===== src/verilog/nsc_regs.vh =====
// Constants and register map of the store/recall host controller
// What this block does
// - Without writes, host must release busy line
// - Store sequence: six reads ending 0x8FC0
// - No access may interleave a sequence
// - Sequence reads keep write strobe high
// - Recall sequence ends with read 0x4C63
// - Auto save setting persists after a store
`ifndef NSC_REGS_VH
`define NSC_REGS_VH
// ----------------------------------------
// Host register offsets
// ----------------------------------------
`define NSC_REG_CTRL      4'h0
`define NSC_REG_ADDR      4'h1
`define NSC_REG_WDATA     4'h2
`define NSC_REG_RDATA     4'h3
`define NSC_REG_STATUS    4'h4
// ----------------------------------------
// Control register command codes
// ----------------------------------------
`define NSC_CMD_READ      3'h1
`define NSC_CMD_WRITE     3'h2
`define NSC_CMD_SWSTORE   3'h3
`define NSC_CMD_SWRECALL  3'h4
`define NSC_CMD_ASDIS     3'h5
`define NSC_CMD_ASEN      3'h6
`define NSC_CMD_HWSTORE   3'h7
// ----------------------------------------
// Command sequence addresses
// ----------------------------------------
`define NSC_SEQ_A0        17'h04e38
`define NSC_SEQ_A1        17'h0b1c7
`define NSC_SEQ_A2        17'h083e0
`define NSC_SEQ_A3        17'h07c1f
`define NSC_SEQ_A4        17'h0703f
`define NSC_SEQ_STORE     17'h08fc0
`define NSC_SEQ_RECALL    17'h04c63
`define NSC_SEQ_ASDIS     17'h08b45
`define NSC_SEQ_ASEN      17'h04b46
// ----------------------------------------
// Timing (ns) and clock
// ----------------------------------------
`define NSC_CLK_NS        10
`define NSC_CYC_NS        50
`define NSC_DELAY_NS      25
`define NSC_STORE_NS      8000000
`define NSC_PU_RECALL_NS  20000000
`define NSC_RECOVERY_NS   1000
`endif

===== src/verilog/nsc_ctrl.v =====
// Host controller driving the store/recall memory pins
//
// Design decisions made here: the address map and the plain strobed port.
`timescale 1ns/1ns
`include "nsc_regs.vh"
module nsc_ctrl #(
    parameter ADDR_W        = 17,
    parameter DATA_W        = 16,
    parameter STORE_CYC     = `NSC_STORE_NS / `NSC_CLK_NS,
    parameter PU_RECALL_CYC = `NSC_PU_RECALL_NS / `NSC_CLK_NS,
    parameter RECOVERY_CYC  = (`NSC_RECOVERY_NS + `NSC_CLK_NS - 1) / `NSC_CLK_NS
) (
    input  wire              i_clk,
    input  wire              i_reset_n,
    input  wire              i_ce,
    input  wire [3:0]        i_addr,
    input  wire [31:0]       i_wdata,
    input  wire              i_wr,
    input  wire              i_rd,
    output reg  [31:0]       o_rdata,
    output reg  [ADDR_W-1:0] o_mem_addr,
    output reg               o_chip_sel_n,
    output reg               o_out_en_n,
    output reg               o_write_n,
    output reg               o_upper_byte_select_n,
    output reg               o_lower_byte_select_n,
    output reg  [DATA_W-1:0] o_dq,
    output reg               o_dq_oe,
    input  wire [DATA_W-1:0] i_dq,
    input  wire              i_store_busy_n,
    output reg               o_store_busy_n,
    output reg               o_store_busy_oe
);
// ----------------------------------------
// Derived constants
// ----------------------------------------
localparam [7:0]  CYC_N   = (`NSC_CYC_NS + `NSC_CLK_NS - 1) / `NSC_CLK_NS;
localparam [31:0] TMO_N   = STORE_CYC + PU_RECALL_CYC + RECOVERY_CYC;
localparam [31:0] REC_N   = RECOVERY_CYC;
localparam [2:0]  S_IDLE  = 3'h0;
localparam [2:0]  S_SETUP = 3'h1;
localparam [2:0]  S_STRB  = 3'h2;
localparam [2:0]  S_GAP   = 3'h3;
localparam [2:0]  S_BUSY  = 3'h4;
localparam [2:0]  S_REC   = 3'h5;
localparam [2:0]  S_HOLD  = 3'h6;

// Sequence address for each step; last depends on command
function [ADDR_W-1:0] seq_addr;
    input [2:0] step;
    input [2:0] cmd;
    begin
        case (step)
            3'h0:    seq_addr = `NSC_SEQ_A0;
            3'h1:    seq_addr = `NSC_SEQ_A1;
            3'h2:    seq_addr = `NSC_SEQ_A2;
            3'h3:    seq_addr = `NSC_SEQ_A3;
            3'h4:    seq_addr = `NSC_SEQ_A4;
            default: begin
                case (cmd)
                    `NSC_CMD_SWSTORE:  seq_addr = `NSC_SEQ_STORE;
                    `NSC_CMD_SWRECALL: seq_addr = `NSC_SEQ_RECALL;
                    `NSC_CMD_ASDIS:    seq_addr = `NSC_SEQ_ASDIS;
                    default:           seq_addr = `NSC_SEQ_ASEN;
                endcase
            end
        endcase
    end
endfunction

reg  [2:0]        state_ff;
reg  [2:0]        cmd_ff;
reg  [2:0]        step_ff;
reg  [7:0]        cyc_ff;
reg  [31:0]       tmr_ff;
reg  [ADDR_W-1:0] addr_ff;
reg  [DATA_W-1:0] wdata_ff;
reg  [1:0]        bsel_n_ff;
reg  [DATA_W-1:0] rdata_ff;
reg               wrote_ff;
reg               timeout_ff;
reg               as_off_ff;

wire              busy_low = ~i_store_busy_n;
wire              is_seq   = (cmd_ff >= `NSC_CMD_SWSTORE) && (cmd_ff <= `NSC_CMD_ASEN);

// ----------------------------------------
// Register bus
// ----------------------------------------
always @(posedge i_clk) begin
    if (!i_reset_n) begin
        o_rdata <= 32'h0;
    end else if (i_ce) begin
        o_rdata <= 32'h0;
        if (i_rd) begin
            case (i_addr)
                `NSC_REG_ADDR:   o_rdata <= {{(32-ADDR_W){1'b0}}, addr_ff};
                `NSC_REG_WDATA:  o_rdata <= {{(32-DATA_W){1'b0}}, wdata_ff};
                `NSC_REG_RDATA:  o_rdata <= {{(32-DATA_W){1'b0}}, rdata_ff};
                `NSC_REG_STATUS: o_rdata <= {26'h0, as_off_ff, timeout_ff, wrote_ff,
                                             busy_low, i_store_busy_n, state_ff != S_IDLE};
                default:         o_rdata <= 32'h0;
            endcase
        end
    end
end

// ----------------------------------------
// Pin sequencer
// ----------------------------------------
always @(posedge i_clk) begin
    if (!i_reset_n) begin
        state_ff              <= S_REC;
        cmd_ff                <= 3'h0;
        step_ff               <= 3'h0;
        cyc_ff                <= 8'h0;
        tmr_ff                <= 32'h0;
        addr_ff               <= {ADDR_W{1'b0}};
        wdata_ff              <= {DATA_W{1'b0}};
        bsel_n_ff             <= 2'h0;
        rdata_ff              <= {DATA_W{1'b0}};
        wrote_ff              <= 1'b0;
        timeout_ff            <= 1'b0;
        as_off_ff             <= 1'b0;
        o_mem_addr            <= {ADDR_W{1'b0}};
        o_chip_sel_n          <= 1'b1;
        o_out_en_n            <= 1'b1;
        o_write_n             <= 1'b1;
        o_upper_byte_select_n <= 1'b1;
        o_lower_byte_select_n <= 1'b1;
        o_dq                  <= {DATA_W{1'b0}};
        o_dq_oe               <= 1'b0;
        o_store_busy_n        <= 1'b0;
        o_store_busy_oe       <= 1'b0;
    end else if (i_ce) begin
        if (i_wr && state_ff == S_IDLE) begin
            case (i_addr)
                `NSC_REG_ADDR:  addr_ff  <= i_wdata[ADDR_W-1:0];
                `NSC_REG_WDATA: wdata_ff <= i_wdata[DATA_W-1:0];
                `NSC_REG_CTRL: begin
                    cmd_ff     <= i_wdata[2:0];
                    bsel_n_ff  <= i_wdata[5:4];
                    step_ff    <= 3'h0;
                    timeout_ff <= 1'b0;
                    if (i_wdata[2:0] == `NSC_CMD_HWSTORE) begin
                        o_store_busy_oe <= 1'b1;
                        tmr_ff          <= 32'h0;
                        state_ff        <= S_HOLD;
                    end else if (i_wdata[2:0] != 3'h0) begin
                        state_ff <= S_SETUP;
                    end
                end
                default: ;
            endcase
        end
        case (state_ff)
            S_IDLE: ;
            S_SETUP: begin
                // Never start a cycle while the busy line is low
                if (!busy_low) begin
                    o_mem_addr   <= is_seq ? seq_addr(step_ff, cmd_ff) : addr_ff;
                    o_chip_sel_n <= 1'b0;
                    o_upper_byte_select_n <= is_seq ? 1'b0 : bsel_n_ff[1];
                    o_lower_byte_select_n <= is_seq ? 1'b0 : bsel_n_ff[0];
                    if (cmd_ff == `NSC_CMD_WRITE) begin
                        o_write_n <= 1'b0;
                        o_dq      <= wdata_ff;
                        o_dq_oe   <= 1'b1;
                    end else begin
                        o_write_n  <= 1'b1;
                        o_out_en_n <= 1'b0;
                    end
                    cyc_ff   <= 8'h0;
                    state_ff <= S_STRB;
                end
            end
            S_STRB: begin
                cyc_ff <= cyc_ff + 8'h1;
                if (cyc_ff == CYC_N - 8'h1) begin
                    rdata_ff     <= i_dq;
                    o_chip_sel_n <= 1'b1;
                    o_out_en_n   <= 1'b1;
                    o_write_n    <= 1'b1;
                    o_dq_oe      <= 1'b0;
                    o_upper_byte_select_n <= 1'b1;
                    o_lower_byte_select_n <= 1'b1;
                    if (cmd_ff == `NSC_CMD_WRITE)
                        wrote_ff <= 1'b1;
                    state_ff <= S_GAP;
                end
            end
            S_GAP: begin
                // Back to back reads only; nothing interleaves
                if (is_seq && step_ff != 3'h5) begin
                    step_ff  <= step_ff + 3'h1;
                    state_ff <= S_SETUP;
                end else if (cmd_ff == `NSC_CMD_SWSTORE || cmd_ff == `NSC_CMD_SWRECALL) begin
                    if (cmd_ff == `NSC_CMD_SWSTORE)
                        wrote_ff <= 1'b0;
                    tmr_ff   <= 32'h0;
                    state_ff <= S_BUSY;
                end else begin
                    if (cmd_ff == `NSC_CMD_ASDIS)
                        as_off_ff <= 1'b1;
                    if (cmd_ff == `NSC_CMD_ASEN)
                        as_off_ff <= 1'b0;
                    state_ff <= S_IDLE;
                end
            end
            S_HOLD: begin
                // Host owns the line for a fixed count; release it when tmr_ff reaches CYC_N
                tmr_ff <= tmr_ff + 32'h1;
                if (tmr_ff == CYC_N) begin
                    o_store_busy_oe <= 1'b0;
                    wrote_ff        <= 1'b0;
                    tmr_ff          <= 32'h0;
                    state_ff        <= S_BUSY;
                end
            end
            S_BUSY: begin
                // Wait for device busy to end, bounded
                tmr_ff <= tmr_ff + 32'h1;
                if (!busy_low) begin
                    tmr_ff   <= 32'h0;
                    state_ff <= S_REC;
                end else if (tmr_ff == TMO_N) begin
                    timeout_ff <= 1'b1;
                    state_ff   <= S_IDLE;
                end
            end
            S_REC: begin
                // Access resumes only after recovery
                tmr_ff <= tmr_ff + 32'h1;
                if (busy_low) begin
                    tmr_ff   <= 32'h0;
                    state_ff <= S_BUSY;
                end else if (tmr_ff >= REC_N) begin
                    tmr_ff   <= 32'h0;
                    state_ff <= S_IDLE;
                end
            end
            default: state_ff <= S_IDLE;
        endcase
    end
end

endmodule


===== config.mk =====
export PLATFORM = sky130hd
export DESIGN_NAME = nsc_ctrl
export DESIGN_NICKNAME = d
export VERILOG_FILES = /design/src/verilog/nsc_ctrl.v
export VERILOG_INCLUDE_DIRS = /design/src /design/src/verilog
export SDC_FILE = /design/constraint.sdc
export NUM_CORES = 1
export LEC_CHECK = 0
export ABC_AREA = 1
export BUFFER_PORTS_ARGS = -buffer_cell sky130_fd_sc_hd__buf_2
export CELL_PAD_IN_SITES_DETAIL_PLACEMENT = 0
export CELL_PAD_IN_SITES_GLOBAL_PLACEMENT = 1
export CORE_ASPECT_RATIO = 0.6
export CORE_UTILIZATION = 34
export DETAILED_ROUTE_END_ITERATION = 6
export PLACE_DENSITY_LB_ADDON = 0.08
export SYNTH_ARGS = -nofsm -noshare
export SYNTH_HDL_FRONTEND = slang
export SYNTH_SLANG_ARGS = --single-unit

===== constraint.sdc =====
create_clock -name i_clk -period 2.4 [get_ports i_clk]
set_input_delay 0 -clock i_clk [delete_from_list [all_inputs] [get_ports i_clk]]
set_output_delay 0 -clock i_clk [all_outputs]
set_load 0.02 [all_outputs]

# Yosys cells after proc, flatten, opt, wreduce, memory -nomap -nowiden
# Cells that the tools add are included.
# word_totals
word_cells	160
output_inout_bits	73
reg_bits	175
inputBits	58
# op_classes
bitwise	3
n_mux	72
n_reduce_logical	24
eq_ne	33
magnitude_cmp	3
n_addsub	3
# op_table
cell	n
32-bit 2-to-1 mux	9
32-bit one-hot mux with 4 select lines	1
16-bit one-hot mux with 5 select lines	1
17-bit one-hot mux with 4 select lines	1
3-bit 2-to-1 mux	17
16-bit one-hot mux with 3 select lines	1
17-bit 2-to-1 mux	2
32-bit by 1-bit adder with 32-bit output (second input constant)	1
32-bit by 22-bit == test with 1-bit output (second input constant)	1
32-bit by 3-bit == test with 1-bit output (second input constant)	1
32-bit by 7-bit greater-or-equal comparator with 1-bit output (second input constant)	1
1-bit 2-to-1 mux	30
3-bit == test (second input constant)	8
3-bit one-hot mux with 7 select lines	1
3-bit by 2-bit == test with 1-bit output (second input constant)	6
2-bit inequality test (second input constant)	9
3-bit AND reduction	6
8-bit one-hot mux with 2 select lines	1
5-bit AND reduction	3
1-bit one-hot mux with 2 select lines	6
3-bit nonzero test	3
8-bit by 1-bit adder with 8-bit output (second input constant)	1
4-bit by 2-bit == test with 1-bit output (second input constant)	2
8-bit by 3-bit == test with 1-bit output (second input constant)	1
17 further kinds	25

# Longest topological paths before layout
# logic_depth
depth_word	8
ltp_mapped	13
ltp_nobuf	13

# Worst setup path after synthesis
# OpenSTA, ideal clock, no wires.
# synth_timing
path_kind	flip-flop to flip-flop
start	reg step_ff[0]
end	reg o_mem_addr[5]
slack_ps	748
synth_period_minus_slack_ps	1652
t_required_ps	2326
stages_incl_launch_ff	9
t_arrival_ps	1578
cell_sequence	dfxtp_1 inv_1 ha_1 o21ai_0 nand2_1 inv_1 a211oi_1 or2_2 a31oi_1
# synth_via
elab_chain_len	3
# synth_lines
element	line_no	rtl
from (decl)	nsc_ctrl.v:73	reg [2:0] step_ff;
from (signal assigned)	nsc_ctrl.v:195	step_ff <= step_ff + 3'h1;
3-bit == test (tied with other cells)	nsc_ctrl.v:53	case (step)
16-bit one-hot mux with 5 select lines *	nsc_ctrl.v:53	
17-bit 2-to-1 mux *	nsc_ctrl.v:161	o_mem_addr <= is_seq ? seq_addr(step_ff, cmd_ff) : addr_ff;
to (signal assigned)	nsc_ctrl.v:125	o_mem_addr <= {ADDR_W{1'b0}};
to (signal assigned)	nsc_ctrl.v:161	
to (decl)	nsc_ctrl.v:21	output reg [ADDR_W-1:0] o_mem_addr,
# Every way passes the cells marked *; elsewhere a longest branch is shown, timed or not.
# A chain may end at the register's enable or synchronous reset.

# Worst setup path after layout
# layout_timing
start	reg state_ff[0]
end	reg o_mem_addr[8]
# layout_via
elab_chain_len	2
# layout_lines
element	line_no	rtl
from (decl)	nsc_ctrl.v:71	reg [2:0] state_ff;
from (signal assigned)	nsc_ctrl.v:113	state_ff <= S_REC;
from (signal assigned)	nsc_ctrl.v:148	state_ff <= S_HOLD;
from (signal assigned)	nsc_ctrl.v:150	state_ff <= S_SETUP;
3-bit by 1-bit == test with 1-bit output	nsc_ctrl.v:156	case (state_ff)
3-bit AND reduction (no source line)	--	
# No other way between the ends.

==> out/results.ini <==
[logic_synthesis]
yosysSeqAreaShare=0.3959
synth_edf_count=0
synth-seq-cells=160
syn_inst=1162
ys.flop_type=dfxtp_1
synth_area_um2=8090
yosysUniqueCellTypes=50
postSynthAreaPerCell_um2=6.962
synth_warnings=0
async_flop_share=0

[routing]
drtPass1Iterations=5
drcViolationCount=0
drt_iter0_drc=427
vias=7910
detail_route.wl_per_cell_um=16.72
antenna_left=0
routed_wl_um=27020
viasPerCell=4.895

[critical_path]
crit_buf_inv=2
slowest_stage=dfxtp_1
arrival_ns=2.36
cp.required_ns=2.70
worst_path_largest_cell_delay_ns=0.57
critical_path.cell_chain=nand3_2 > nor2_2 > nand2_2 > inv_2 > buf_4 > nand2_1 > o221ai_1 > a21oi_1
crit_fanout=13
critPathKind=register to register
startpoint_type=register
path_delay_family=simple AND/OR/NAND/NOR gates
critPathCaptureType=register

[timing]
period_share=0.8599
tightest_slew_ns=0.7049
drv_slew=0
hold-worst-slack_ns=0.07592
rsz0062_at_grt=false
relSlewSlack=0.5295
hold_viol_final=0
skew_ns=0.01209
fmax_ghz=0.4846
setup_tns_ns=0
period_minus_slack_ns=2.064
setup_viol=0

[power_and_ir_drop]
power.switching_mw=1.579
power_density_nw_per_um2=620.7
leakage_nw=4.121
vdd_drop_max_mv=0.4345
p_int_mw=4.515
seq_power_share=0.449
combPwrFrac=0.091
p_sw_frac=0.2592
clockPowerShare=0.460

[die]
die_height_um=121.5
dieWidth_um=201.1
num_io_pins=131
start_util=0.3481
coreArea_um2=23240
die-area_um2=24440
row_count=43

[cts]
root_buffer=clkbuf_16
max-clock-path-buffers=2
clk_pin_slew_ns=0.06
cts_tree=yes
clock_sinks=160
insertion_delay_ns=0.43
post_cts_buffers=0
tritoncts.num_buffers=17
h-tree-depth=4

[grt]
track_usage=0.2269
grt_pass1_wl_um=41630
antenna_found_initial=1
grt_pass1_vias=6928
overflow=0
grt_max_degree=110

[placement]
io_buffers=99
dp_hpwl_um=20400
gp_congestion=0.8542
place_area_um2=8862

[layout]
final_common_cell=nand2_1
area_growth_pct=21.36
final_cell_mix=nand2_1 (216), dfxtp_1 (160), nor2_1 (153), o21ai_0 (119), inv_1 (107)
layout-drive-gt1-share=0.1608
nets=1355
final_area_um2=9818

[run]
drv_cap=0

[status]
run_status=finished, final reports clean

[min_path]
hold_path.class=input port to register

synth_stat cells, types with 2 or more instances:
library cell	count	share of area
o2111ai_1	5	0.0054
o21ai_1	7	0.0043
inv_2	11	0.0051
o221ai_1	9	0.0097
nor3_1	18	0.011
o21ai_0	119	0.074
nor3b_1	2	0.0019
o22ai_1	2	0.0015
ha_1	10	0.015
nor2_2	12	0.0093
nand2_1	216	0.10
a31oi_1	10	0.0077
nand4_1	15	0.012
buf_2	18	0.011
o211ai_1	6	0.0056
a21oi_2	2	0.0022
or2_2	5	0.0039
nand2_2	3	0.0023
nor2_1	153	0.071
buf_4	17	0.016
xnor2_1	4	0.0043
o31ai_1	2	0.0019
buf_6	4	0.0056
nor3_2	3	0.0037
nand2_4	5	0.0070
xor2_1	9	0.0097
nand3_2	7	0.0087
o21bai_1	2	0.0019
inv_1	107	0.050
nor2_4	7	0.0097
clkbuf_1	26	0.012
nand3_1	66	0.041
a21oi_1	104	0.064
dfxtp_1	160	0.40
per-layer routing:
metal / global-route usage / share of wire
met1: 0.3835 / 0.58
met2: 0.2796 / 0.36
met3: 0.03894 / 0.054
met4: 0.04628 / 0.0072
met5: 0 / 0
layout make-up:
| cell class | instances | area (um2) |
|---|---|---|
| clock inverter | 13 | 160.2 |
| multi-input combinational | 832 | 4133 |
| tap | 315 | 394.1 |
| sequential | 160 | 3203 |
| fill | 2497 | 13420 |
| antenna | 1 | 2.502 |
| inverter | 119 | 446.7 |
| clock buffer | 19 | 432.9 |
| timing repair buffer | 157 | 1046 |
registers in the layout, indices dropped and copies added, names as in the netlist:
register,flops
tmr_ff,32
addr_ff,17
o_mem_addr,17
o_rdata,17
o_dq,16
rdata_ff,16
wdata_ff,16
cyc_ff,8
cmd_ff,3
state_ff,3
step_ff,3
bsel_n_ff,2
as_off_ff,1
o_chip_sel_n,1
o_dq_oe,1
o_lower_byte_select_n,1
o_out_en_n,1
o_store_busy_oe,1
o_upper_byte_select_n,1
o_write_n,1
timeout_ff,1
wrote_ff,1
power groups by stage:
stage / Combinational, mW / Clock [mW] / Sequential (mW)
detailed placement: 0.509 / 0 / 2.79
global route: 0.614 / 2.99 / 2.74
floorplan: 0.354 / 0 / 2.79
finish: 0.556 / 2.80 / 2.73
CTS: 0.555 / 2.87 / 2.73
global placement: 0.513 / 0 / 2.79
timing repair:
item                                    CTS  global route
hold buffers                             36             0
gates resized for setup                   0             0
endpoints found under the hold margin    65             0
endpoints found under the setup margin    0             0
logic make-up after synthesis:
kind of cell / share of synthesized area
AO/OA/AOI/OAI: 0.1864
XOR/XNOR: 0.01407
adder cells (fa/ha/maj): 0.01547
buffers and inverters: 0.1002
flip-flops: 0.3959
other: 0.0004635
AND/OR/NAND/NOR: 0.2875
path summary, 6_finish.rpt:
kind                              startpoint       endpoint  slack, ns  cells past startpoint
worst min register to register  o_chip_sel_n   o_chip_sel_n       0.44                      2
worst max register to register   state_ff[0]  o_mem_addr[8]       0.34                      8
worst max-delay path             state_ff[0]  o_mem_addr[8]       0.34                      8
worst min-delay path               i_reset_n     step_ff[1]       0.08                      3
per-stage QoR:
step | std cells | total power, mW | utilization | worst slack, ns
final | 1616 | 6.094 | 0.4224 | 0.3362
after CTS | 1615 | 6.154 | 0.4223 | 0.3331
after global routing | 1615 | 6.341 | 0.4223 | 0.08321
after floorplan | 1177 | 3.143 | - | 0.7477
after detailed placement | 1547 | 3.302 | 0.3813 | 0.3476
after global placement | 1547 | 3.305 | 0.3813 | 0.3100
worst min-delay path, cell delays in order:
cell	delay, ns
buf_2	0.12
clkinv_1	0.26
a21oi_1	0.06
(Power assumes the default switching activity.)
